### src/common/pmic_regs_pkg.sv
// Package with offsets, field layouts, reset values and timing counts of the register bank.
package pmic_regs_pkg;

	// ------------------------------------------------------------
	// Register offsets
	// ------------------------------------------------------------
	localparam logic [7:0] mode3_part3_config_addr  = 8'h31;
	localparam logic [7:0] reset_cause_monitor_addr = 8'h71;

	// ------------------------------------------------------------
	// Field layout and reset values
	// ------------------------------------------------------------
	localparam int         wd_field_lsb        = 6;
	localparam int         offset_bit_pos      = 5;
	localparam logic [1:0] wd_period_reset     = 2'h0;
	localparam logic       offset_reset        = 1'b0;
	localparam logic [4:0] code_reset          = 5'h0c;
	localparam int         key_bit_pos         = 7;
	localparam int         thermal_bit_pos     = 4;
	localparam int         ship_bit_pos        = 3;
	localparam int         soft_bit_pos        = 2;
	localparam int         watchdog_bit_pos    = 1;
	localparam int         long_press_bit_pos  = 0;

	// ------------------------------------------------------------
	// Watchdog period decode and voltage figures (millivolts)
	// ------------------------------------------------------------
	localparam logic [1:0] wd_off              = 2'h0;
	localparam logic [1:0] wd_16s              = 2'h1;
	localparam logic [1:0] wd_32s              = 2'h2;
	localparam logic [1:0] wd_64s              = 2'h3;
	localparam logic [6:0] wd_16s_seconds      = 7'h10;
	localparam logic [6:0] wd_32s_seconds      = 7'h20;
	localparam logic [6:0] wd_64s_seconds      = 7'h40;
	localparam logic [11:0] base_mv            = 12'h5dc;
	localparam logic [11:0] step_mv            = 12'h019;
	localparam logic [11:0] offset_mv          = 12'h4b0;
	localparam logic [4:0] code_max            = 5'h18;

	// ------------------------------------------------------------
	// Debounce timing
	// ------------------------------------------------------------
	localparam int         clock_mhz           = 125;
	localparam int         debounce_ms         = 5;
	localparam int         debounce_cycles     = debounce_ms * 1000 * clock_mhz;

	// Host register access carrier.
	typedef struct packed {
		logic       wr;
		logic       rd;
		logic [7:0] addr;
		logic [7:0] wdata;
	} reg_req_t;

	// Reset cause events, one-cycle pulses from the supervisor.
	typedef struct packed {
		logic thermal_exit;
		logic ship_exit;
		logic soft_reset;
		logic watchdog_reset;
		logic long_press;
	} cause_evt_t;

endpackage

### src/hw/reset_cause_bank.sv
// Mode-3 part-3 configuration and reset cause registers of the power manager.
`timescale 1ns/10ps
// Summary of operation
// - Watchdog code selects off, 16, 32, 64 s
// - Offset bit adds 1.2 V to voltage
// - Code maps 1.5 V plus 25 mV, capped 2.1
// - Config register read/write, resets to 00,0,01100
// - Host reads reset cause register at 0x71
// - Bit 7 filtered key, low after 5 ms
// - Bit 4 thermal exit flag, write 1 clears
// - Bit 3 ship exit flag survives ship cycle
// - Ship cycle clears bits 4, 2, 1, 0; bit 7 resets high
// - Bit 2 soft reset flag, write 1 clears
// - Bit 1 watchdog reset, config kept, w1c
// - Bit 0 long press flag, write 1 clears
module reset_cause_bank #(
	parameter int debounce_count = pmic_regs_pkg::debounce_cycles
) (
	input  wire logic                      clock,
	input  wire logic                      nrst,
	input  wire logic                      ship_nrst,
	input  wire logic                      defaults_load,
	input  wire pmic_regs_pkg::reg_req_t   req,
	input  wire pmic_regs_pkg::cause_evt_t evt,
	input  wire logic                      key_pin,
	output logic [7:0]                     rdata,
	output logic                           rvalid,
	output logic [6:0]                     watchdog_seconds,
	output logic                           watchdog_enable,
	output logic [11:0]                    regulator_mv
);
	import pmic_regs_pkg::*;

	logic [1:0]  watchdog_period_mode3_reg;
	logic        aux_regulator_offset_mode3_reg;
	logic [4:0]  aux_regulator_code_mode3_reg;
	logic        thermal_exit_flag_reg;
	logic        ship_exit_flag_reg;
	logic        soft_reset_flag_reg;
	logic        watchdog_reset_flag_reg;
	logic        long_press_flag_reg;
	logic        key_level_filtered_reg;
	logic [2:0]  key_sync_reg;
	logic [31:0] debounce_cnt_reg;
	logic [7:0]  cause_view;
	logic        cause_write;
	logic        cfg_write;

	// Voltage in millivolts for a code and offset, with the top codes capped.
	function automatic logic [11:0] code_to_mv(input logic [4:0] code, input logic offs);
		logic [4:0]  capped;
		logic [11:0] mv;
		capped = (code > code_max) ? code_max : code;
		mv = base_mv + 12'(capped) * step_mv;
		return offs ? 12'(mv + offset_mv) : mv;
	endfunction

	assign cfg_write   = req.wr && (req.addr == mode3_part3_config_addr);
	assign cause_write = req.wr && (req.addr == reset_cause_monitor_addr);

	// ------------------------------------------------------------
	// Configuration register
	// ------------------------------------------------------------
	// A software, thermal or long-press reset reloads defaults; watchdog resets keep them.
	always_ff @(posedge clock or negedge nrst) begin
		if (!nrst) begin
			watchdog_period_mode3_reg      <= wd_period_reset;
			aux_regulator_offset_mode3_reg <= offset_reset;
			aux_regulator_code_mode3_reg   <= code_reset;
		end else if (defaults_load) begin
			watchdog_period_mode3_reg      <= wd_period_reset;
			aux_regulator_offset_mode3_reg <= offset_reset;
			aux_regulator_code_mode3_reg   <= code_reset;
		end else if (cfg_write) begin
			watchdog_period_mode3_reg      <= req.wdata[wd_field_lsb +: 2];
			aux_regulator_offset_mode3_reg <= req.wdata[offset_bit_pos];
			aux_regulator_code_mode3_reg   <= req.wdata[4:0];
		end
	end

	// Decoded watchdog period and regulator setpoint.
	always_ff @(posedge clock or negedge nrst) begin
		if (!nrst) begin
			watchdog_seconds <= 7'h00;
			watchdog_enable  <= 1'b0;
			regulator_mv     <= 12'h000;
		end else begin
			case (watchdog_period_mode3_reg)
				wd_16s:  watchdog_seconds <= wd_16s_seconds;
				wd_32s:  watchdog_seconds <= wd_32s_seconds;
				wd_64s:  watchdog_seconds <= wd_64s_seconds;
				default: watchdog_seconds <= 7'h00;
			endcase
			watchdog_enable <= (watchdog_period_mode3_reg != wd_off);
			regulator_mv <= code_to_mv(aux_regulator_code_mode3_reg,
				aux_regulator_offset_mode3_reg);
		end
	end

	// ------------------------------------------------------------
	// Reset cause flags
	// ------------------------------------------------------------
	// Core-domain flags; nrst is the core power cycle, so ship cycles clear them.
	always_ff @(posedge clock or negedge nrst) begin
		if (!nrst) begin
			thermal_exit_flag_reg   <= 1'b0;
			soft_reset_flag_reg     <= 1'b0;
			watchdog_reset_flag_reg <= 1'b0;
			long_press_flag_reg     <= 1'b0;
		end else begin
			// A set in the same cycle as a write-one clear wins.
			thermal_exit_flag_reg <= evt.thermal_exit | (thermal_exit_flag_reg &
				~(cause_write & req.wdata[thermal_bit_pos]));
			soft_reset_flag_reg <= evt.soft_reset | (soft_reset_flag_reg &
				~(cause_write & req.wdata[soft_bit_pos]));
			watchdog_reset_flag_reg <= evt.watchdog_reset | (watchdog_reset_flag_reg &
				~(cause_write & req.wdata[watchdog_bit_pos]));
			long_press_flag_reg <= evt.long_press | (long_press_flag_reg &
				~(cause_write & req.wdata[long_press_bit_pos]));
		end
	end

	// Ship exit flag lives on the always-on reset so it survives the ship cycle.
	always_ff @(posedge clock or negedge ship_nrst) begin
		if (!ship_nrst) begin
			ship_exit_flag_reg <= 1'b0;
		end else begin
			ship_exit_flag_reg <= evt.ship_exit | (ship_exit_flag_reg &
				~(cause_write & req.wdata[ship_bit_pos]));
		end
	end

	// ------------------------------------------------------------
	// Power key debounce
	// ------------------------------------------------------------
	// Three-stage synchroniser; stage one feeds only stage two.
	always_ff @(posedge clock or negedge nrst) begin
		if (!nrst) begin
			key_sync_reg <= 3'h7;
		end else begin
			key_sync_reg <= {key_sync_reg[1:0], key_pin};
		end
	end

	// High passes at once; low must hold for the full debounce time.
	always_ff @(posedge clock or negedge nrst) begin
		if (!nrst) begin
			key_level_filtered_reg <= 1'b1;
			debounce_cnt_reg       <= 32'h0;
		end else if (key_sync_reg[2] & key_sync_reg[1]) begin
			key_level_filtered_reg <= 1'b1;
			debounce_cnt_reg       <= 32'h0;
		end else if (!key_sync_reg[2] && !key_sync_reg[1]) begin
			if (debounce_cnt_reg >= 32'(debounce_count - 1)) begin
				key_level_filtered_reg <= 1'b0;
			end else begin
				debounce_cnt_reg <= debounce_cnt_reg + 32'h1;
			end
		end
	end

	// ------------------------------------------------------------
	// Register read port
	// ------------------------------------------------------------
	// Reserved bits 6 and 5 read zero.
	assign cause_view = {key_level_filtered_reg, 2'b00, thermal_exit_flag_reg,
		ship_exit_flag_reg, soft_reset_flag_reg, watchdog_reset_flag_reg,
		long_press_flag_reg};

	// Read data is registered one cycle after the request.
	always_ff @(posedge clock or negedge nrst) begin
		if (!nrst) begin
			rdata  <= 8'h00;
			rvalid <= 1'b0;
		end else begin
			rvalid <= req.rd;
			if (!req.rd) begin
				rdata <= 8'h00;
			end else if (req.addr == mode3_part3_config_addr) begin
				rdata <= {watchdog_period_mode3_reg, aux_regulator_offset_mode3_reg,
					aux_regulator_code_mode3_reg};
			end else if (req.addr == reset_cause_monitor_addr) begin
				rdata <= cause_view;
			end else begin
				rdata <= 8'h00;
			end
		end
	end

	// ------------------------------------------------------------
	// Checks
	// ------------------------------------------------------------
	chk_flag_set_wins: assert property (@(posedge clock) disable iff (!nrst)
		evt.thermal_exit |=> thermal_exit_flag_reg)
		else $error("thermal exit flag not set");
	chk_zero_write_keeps: assert property (@(posedge clock) disable iff (!nrst)
		(cause_write && !req.wdata[soft_bit_pos] && soft_reset_flag_reg) |=>
		soft_reset_flag_reg)
		else $error("soft reset flag lost on zero write");
	chk_one_write_clears: assert property (@(posedge clock) disable iff (!nrst)
		(cause_write && req.wdata[long_press_bit_pos] && !evt.long_press) |=>
		!long_press_flag_reg)
		else $error("long press flag not cleared");
	chk_wd_flag_clear: assert property (@(posedge clock) disable iff (!nrst)
		(cause_write && req.wdata[watchdog_bit_pos] && !evt.watchdog_reset) |=>
		!watchdog_reset_flag_reg)
		else $error("watchdog flag not cleared");
	chk_ship_flag_set: assert property (@(posedge clock) disable iff (!ship_nrst)
		evt.ship_exit |=> ship_exit_flag_reg)
		else $error("ship exit flag not set");
	chk_key_high_fast: assert property (@(posedge clock) disable iff (!nrst)
		(key_sync_reg[2] && key_sync_reg[1]) |=> key_level_filtered_reg)
		else $error("key high not passed at once");
	chk_key_low_wait: assert property (@(posedge clock) disable iff (!nrst)
		$fell(key_level_filtered_reg) |-> debounce_cnt_reg == 32'(debounce_count - 1))
		else $error("key low reported early");
	chk_wd_decode: assert property (@(posedge clock) disable iff (!nrst)
		(watchdog_period_mode3_reg == wd_32s) |=> watchdog_seconds == wd_32s_seconds)
		else $error("watchdog period decode wrong");
	chk_cfg_default: assert property (@(posedge clock) disable iff (!nrst)
		defaults_load |=> aux_regulator_code_mode3_reg == code_reset)
		else $error("config default not restored");
	chk_voltage_cap: assert property (@(posedge clock) disable iff (!nrst)
		(aux_regulator_code_mode3_reg > code_max && !aux_regulator_offset_mode3_reg) |=>
		regulator_mv == 12'h834)
		else $error("voltage cap wrong");
	chk_read_cause: assert property (@(posedge clock) disable iff (!nrst)
		(req.rd && req.addr == reset_cause_monitor_addr) |=> rvalid && rdata[6:5] == 2'b00)
		else $error("cause read wrong");

endmodule // reset_cause_bank

### config.mk
export PLATFORM = sky130hd
export DESIGN_NAME = reset_cause_bank
export DESIGN_NICKNAME = d
export VERILOG_FILES = /design/src/common/pmic_regs_pkg.sv /design/src/hw/reset_cause_bank.sv
export SDC_FILE = /design/constraint.sdc
export NUM_CORES = 1
export LEC_CHECK = 0
export BUFFER_PORTS_ARGS = -buffer_cell sky130_fd_sc_hd__buf_2
export CELL_PAD_IN_SITES_DETAIL_PLACEMENT = 0
export CELL_PAD_IN_SITES_GLOBAL_PLACEMENT = 1
export CORE_ASPECT_RATIO = 1.1
export CORE_MARGIN = 5
export CORE_UTILIZATION = 35
export CTS_CLUSTER_SIZE = 25
export DETAILED_ROUTE_END_ITERATION = 8
export HOLD_SLACK_MARGIN = 0.08
export PLACE_DENSITY_LB_ADDON = 0.1
export REMOVE_ABC_BUFFERS = 1
export SLEW_MARGIN = 30
export SYNTH_ARGS = -nofsm -noshare
export SYNTH_HDL_FRONTEND = slang
export SYNTH_SLANG_ARGS = --single-unit
### constraint.sdc
create_clock -name clock -period 9.5 [get_ports clock]
set_input_delay 0.95 -clock clock [delete_from_list [all_inputs] [get_ports clock]]
set_output_delay 0.95 -clock clock [all_outputs]
set_load 0.02 [all_outputs]
==> impl_metrics.csv, run 1 <==
group,metric,value,unit
outcome,status,"complete, no violations",
logic_synthesis,synth.cell_area,0.003869,sq mm
cts,cts_hold_buf,0,
power_and_ir_drop,irDropWorstVdd,0.1047,mV
cells_and_area,largest_reg_flops,32,
logic_synthesis,ys_types,58,
route,drc,0,
cells_and_area,diodes,0,
logic_synthesis,synth.area.top_cells,"dfrtp_1 44%, ha_1 7.8%, mux2i_1 4.9%, dfstp_2 4.1%, nor2_1 3.2%",
route,num_vias,2813,
power_and_ir_drop,clkPwrFrac,45.2,%
timing,setup_tns,0,ps
grt,gr-total-overflow,0,
timing,skew,9.180,ps
logic_synthesis,async_flop_share,100.0,%
cts,h-tree-depth,3,
logic_synthesis,syn-instance-count,372,
cts,cts_setup_buffers,0,
logic_synthesis,ys_warn_count,0,
floorplan,die_h,120.3,microns
route,wirelength,8426,microns
grt,grt_use_total,14.22,%
logic_synthesis,yosysTopAreaCell,"dfrtp_1",
floorplan,fp.dieW,110.2,microns
place,portBuffers,52,
route,avgViaCountPerCell,4.918,
floorplan,dieArea,0.01326,sq mm
floorplan,pin_count,57,
cells_and_area,design_area,0.004561,sq mm
logic_synthesis,avgSynthCellArea,10.40,sq um
cts,clkLatencyLatePin,330,ps
grt,grt_pass1_vias,2889,
timing,rsz0062_at_grt,"no",
cells_and_area,layoutNonFillerInstCount,572,
place,place_area,0.004247,sq mm
route,first_iter_violations,105,
cts,clock_sinks,74,
place,dp_cells,556,
critical_path,timing.critical_path.to_type,"flop",
cts,clockBufferDepth,2,
route,drt_pass1_iterations,4,
cells_and_area,area_delta_synth_final,17.88,%
critical_path,arrival,4070,ps
cts,cts_resized,0,
critical_path,path_class,"reg2reg",
timing,post-route-min-period,3852,ps
job,maxCapViolCount,0,
route,ant_nets,0,
floorplan,start_util,35.62,%
logic_synthesis,synth-seq-cells,74,
place,gp_congestion,0.7289,
timing,setup_viol,0,
power_and_ir_drop,power.switching,200.4,uW
critical_path,start_kind,"flop",
critical_path,critPathRequiredTime,9710,ps
cells_and_area,fin_nets,474,
cells_and_area,drive_gt1_share,20.24,%
hold_path,hold_class,"reg2reg",
power_and_ir_drop,seqPwrFrac,45.2,%
cells_and_area,final_util,41.99,%
power_and_ir_drop,intPower,598.3,uW
timing,tightest_slew,756.3,ps
power_and_ir_drop,p_sw_share,25.09,%
logic_synthesis,ys.flop_type,"dfrtp_1",
power_and_ir_drop,p_comb_share,9.6,%
timing,report.final.slew_viol_count,0,
logic_synthesis,synth_edf_count,0,
logic_synthesis,synth_sequential_area_ratio,48.06,%
power_and_ir_drop,power.density,175.1,mW/mm^2
grt,grt_pass1_wl,14680,microns
timing,hold_viol,0,
timing,fin_crit_sh,40.55,%
cts,cts_tree,"built",
cells_and_area,num-fill-cells,1082,
floorplan,rows,40,
cts,path_clk_slew,60,ps
grt,antenna_found_initial,0,
power_and_ir_drop,p_leak,2.262,nW
cts,cts_buffers,9,
logic_synthesis,synth.top_cell.area_share,43.98,%
timing,relSlewSlack,49.48,%
critical_path,path_max_fanout,10,
timing,fmax,259.6,MHz
route,routedWlPerCell,14.73,microns
grt,grt_max_degree,74,
floorplan,core,0.01086,sq mm
place,hpwlAfterDp,5966,microns
cts,root_buffer,"clkbuf_16",
worst paths after layout:
kind	from	to	slack (ps)	cells past startpoint
setup / recovery	aux_regulator_code_mode3_reg[4]	regulator_mv[11]	5650	14
hold / removal	key_sync_reg[0]	key_sync_reg[1]	360	0
setup reg to reg	aux_regulator_code_mode3_reg[4]	regulator_mv[11]	5650	14
hold reg to reg	key_sync_reg[0]	key_sync_reg[1]	360	0
max in group asynchronous	nrst	debounce_cnt_reg[7]	8390	1
min in group asynchronous	ship_nrst	ship_exit_flag_reg	380	1
per-layer routing:
layer	GRT usage [%]	wire (microns)	up-vias
met2	21.93	4056	44
met5	0	0	-
li1	-	-	1404
met3	4.111	339	9
met4	4.619	124	0
met1	19.16	3906	1356
synth_stat cells, drive strengths merged (4+ instances only):
library cell and number:
dfstp 6, xnor2 8, nor3 8, a211oi 4, mux2i 19, o21ai 18
a21oi 7, xor2 5, and2 13, nand3 10, nor4 6, a21o 6
clkbuf 9, nand4 6, or2 4, or4 4, nand2b 4, or3 5
dfrtp 68, ha 24, buf 9, and4 4, nor2b 10, inv 17
nand2 26, nor2 33
critical path, stage by stage (launching register included):
cell	delay [ps]
dfrtp_1	500
ha_1	350
nor2b_1	300
inv_1	80
ha_1	230
fa_1	480
inv_1	40
ha_1	280
ha_1	210
or2_2	280
o21ai_0	280
xnor2_1	230
o21a_1	210
and4_1	190
nor3_1	50
per-stage QoR:
step	hold WS (ps)	power, mW	setup WS (ps)
6_report	357.4	0.7987	5648
5_1_grt	360.8	0.8428	5290
4_1_cts	361.3	0.8127	5623
3_5_place_dp	352.9	0.4440	5642
3_3_place_gp	345.6	0.4432	5766
2_1_floorplan	345.2	0.4121	5995
logic make-up (layout without fill, tap and decap cells):
kind of cell | Yosys count | in the layout | synth area share, %
and+or+nand+nor | 141 | 141 | 19.83
DFF | 74 | 74 | 48.06
AOI/OAI and AO/OA | 63 | 63 | 11.55
buffers and inverters | 35 | 85 | 3.816
adders and majority gates | 26 | 26 | 8.797
muxes | 19 | 19 | 4.916
xor gates and xnor gates | 13 | 13 | 2.943
other | 1 | 4 | 0.09693
area by class of cell:
class                   instances  area, sq um  share of cell area [%]
clock buffers                  11        232.7                   5.103
clock inverters                 5        81.33                   1.783
inverters                      17        63.81                   1.399
multi-input cells             266         1873                   41.07
flip-flops and latches         74         1859                   40.77
well taps                     147        183.9                   4.033
repair buffers                 52        266.5                   5.844
cells in the final DEF, fill, tap and decap left out, types with 5 or more instances in the layout:
master and instances:
a21o_1 6, a21oi_1 7, and2_1 13, buf_2 51, clkbuf_16 9, dfrtp_1 68
dfstp_2 6, ha_1 24, inv_1 17, mux2i_1 19, nand2_1 26, nand3_1 10
nand4_1 5, nor2_1 33, nor2b_1 10, nor3_1 8, o21ai_0 18, xnor2_1 8
xor2_1 5
power by group through the flow:
stage	Clock (mW)	Combinational, mW	Sequential (mW)
finish	0.361	0.0764	0.361
global route	0.387	0.0891	0.367
CTS	0.374	0.0779	0.361
detailed placement	0	0.0773	0.367
global placement	0	0.0772	0.366
floorplan	0	0.0513	0.361
Note: power is estimated with default switching activity, not from simulation.
==> inputs of run 2 (changes only) <==
clock period = 3.65 ns   (was 9.5 ns; I/O delays follow)
==> run 2 against run 1 <==
  * Final area rose by 1.4%
  * Clock-buffer cell count fell by 1
  * Fmax rose by 13%
  * Clock power grew 150%
  * Sequential power rose to 2.6 times the previous value
  * Power grew to 2.5 times the previous value
  * Wire length grew 0.52%
  * Hold slack worse by 320 ps
  * Worst setup slack got worse by 5400 ps
  * First-iteration DRC count shrank 28%
  * Cell count is 1.4% higher
  * Clock skew is 1.9 ps lower
==> impl_metrics.csv, run 2 (synthesis results as in run 1) <==
group,metric,value,unit
floorplan,fp.dieW,110.2,microns
route,ant_nets,0,
power_and_ir_drop,irDropWorstVdd,0.1791,mV
power_and_ir_drop,power.density,439.2,mW/mm^2
cells_and_area,register_area,0.001859,sq mm
cells_and_area,final_common_cell,"dfrtp_1",
grt,grt_pass1_wl,14350,microns
cells_and_area,multiInputGateArea,0.001891,sq mm
cells_and_area,num-fill-cells,1076,
cells_and_area,diodes,0,
outcome,status,"complete, no violations",
timing,skew,7.262,ps
timing,worst_slack,252.7,ps
hold_path,hold_class,"in2async",
route,first_iter_violations,76,
grt,gr-total-overflow,0,
critical_path,critPathRequiredTime,3860,ps
floorplan,dieArea,0.01326,sq mm
timing,post-route-min-period,3397,ps
grt,grt_use_met2,22.23,%
floorplan,start_util,35.62,%
timing,tightest_slew,737.4,ps
timing,report.final.slew_viol_count,0,
power_and_ir_drop,p_leak,2.296,nW
place,place_ws,138.6,ps
place,portBuffers,52,
floorplan,pin_count,57,
cts,clkLatencyLatePin,330,ps
route,routedWlPerCell,14.60,microns
timing,fmax,294.4,MHz
critical_path,cpMaxStageDelayCell,"dfstp_2",
floorplan,core,0.01086,sq mm
critical_path,path_class,"reg2reg",
critical_path,timing.critical_path.to_type,"flop",
grt,grt_use_total,13.86,%
cells_and_area,final_cell_mix,"68 x dfrtp_1, 51 x buf_2, 33 x nor2_1, 26 x nand2_1, 23 x ha_1",
critical_path,start_kind,"flop",
grt,use_met3,3.631,%
route,avgViaCountPerCell,4.962,
cells_and_area,fin_nets,482,
grt,grt_pass1_vias,2906,
cts,path_clk_slew,60,ps
cts,clockBufferDepth,2,
timing,rsz0062_at_grt,"no",
cells_and_area,drive_gt1_share,22.63,%
route,num_vias,2878,
critical_path,arrival,3610,ps
grt,antenna_found_initial,0,
cts,cts_buffers,9,
grt,use_met1,18.08,%
timing,setup_viol,0,
critical_path,slowest_delay,560,ps
grt,grt-busiest-layer,"met2",
critical_path,crit_path_frequent_cell,"ha_1",
cts,root_buffer,"clkbuf_16",
timing,hold_viol,0,
grt,grt_max_degree,74,
cts,h-tree-depth,3,
floorplan,die_h,120.3,microns
route,drc,0,
route,wirelength,8470,microns
job,maxCapViolCount,0,
timing,relSlewSlack,50.74,%
floorplan,rows,40,
cells_and_area,area_delta_synth_final,19.50,%
route,drt_pass1_iterations,4,
cts,cts_tree,"built",
timing,setup_tns,0,ps
cells_and_area,largest_reg_flops,32,
place,gp_congestion,0.7606,
critical_path,cp_cell_sequence,"nor2b_1 > inv_1 > ha_1 > fa_1 > inv_1 > ha_1 > ha_1 > or2_2 > o21ai_1 > xnor2_1 > o21a_1 > and4_1 > nor3_1",
cts,clock_sinks,74,
timing,fin_crit_sh,93.08,%
critical_path,path_max_fanout,3,
place,hpwlAfterDp,6076,microns
[run 2: final timing paths]
check	start	endpoint	slack (ps)	cells after the start
min in group clock	key_pin	key_sync_reg[0]	130	1
worst min register to register	key_sync_reg[0]	key_sync_reg[1]	360	0
max in group asynchronous	nrst	debounce_cnt_reg[3]	3130	1
worst max register to register	aux_regulator_code_mode3_reg[2]	regulator_mv[11]	250	13
worst min-delay path	nrst	debounce_cnt_reg[9]	40	1
worst max-delay path	aux_regulator_code_mode3_reg[2]	regulator_mv[11]	250	13
[run 2: worst max-delay path, delay by kind of cell (launching register included)]
family | cells | cell delay, ps
xor gates and xnor gates | 1 | 190
buffers and inverters | 2 | 110
DFF | 1 | 560
adders and majority gates | 4 | 1310
AOI/OAI and AO/OA | 2 | 320
and+or+nand+nor | 4 | 770
[run 2: per-layer routing]
layer | vias up | share of wire (%)
li1 | 1423 | -
met1 | 1391 | 44
met2 | 54 | 50
met3 | 10 | 4.6
met4 | 0 | 1.4
met5 | - | 0
[run 2: per-stage QoR]
step	instances	util (%)	cell area [sq um]	hold WS (ps)	total power, mW
5_1_grt	580	42.57	4623	103.0	2.139
4_1_cts	579	42.30	4594	115.1	2.067
3_3_place_gp	562	39.48	4288	140.4	1.153
2_1_floorplan	357	-	3796	69.41	1.073
3_5_place_dp	562	39.48	4288	141.6	1.161
6_report	580	42.57	4623	41.47	2.031
[run 2: report_power, final]
part	switching [mW]	internal [mW]
Sequential	0.0703	0.870
Combinational	0.114	0.0907
Clock	0.354	0.532
[run 2: cell type report]
type	count	share of cell area (%)
inverter	17	1.380
multi-input combinational	266	40.89
timing repair buffer	60	7.118
sequential	74	40.22
tap	147	3.978
clock inverter	6	1.461
clock buffer	10	4.953
[run 2: repair_timing]
item	4_1_cts	5_1_grt
hold endpoints to repair	1	0
endpoints found under the setup margin	0	3
hold buffers	1	0
setup buffers	0	1
gates resized for setup	0	5
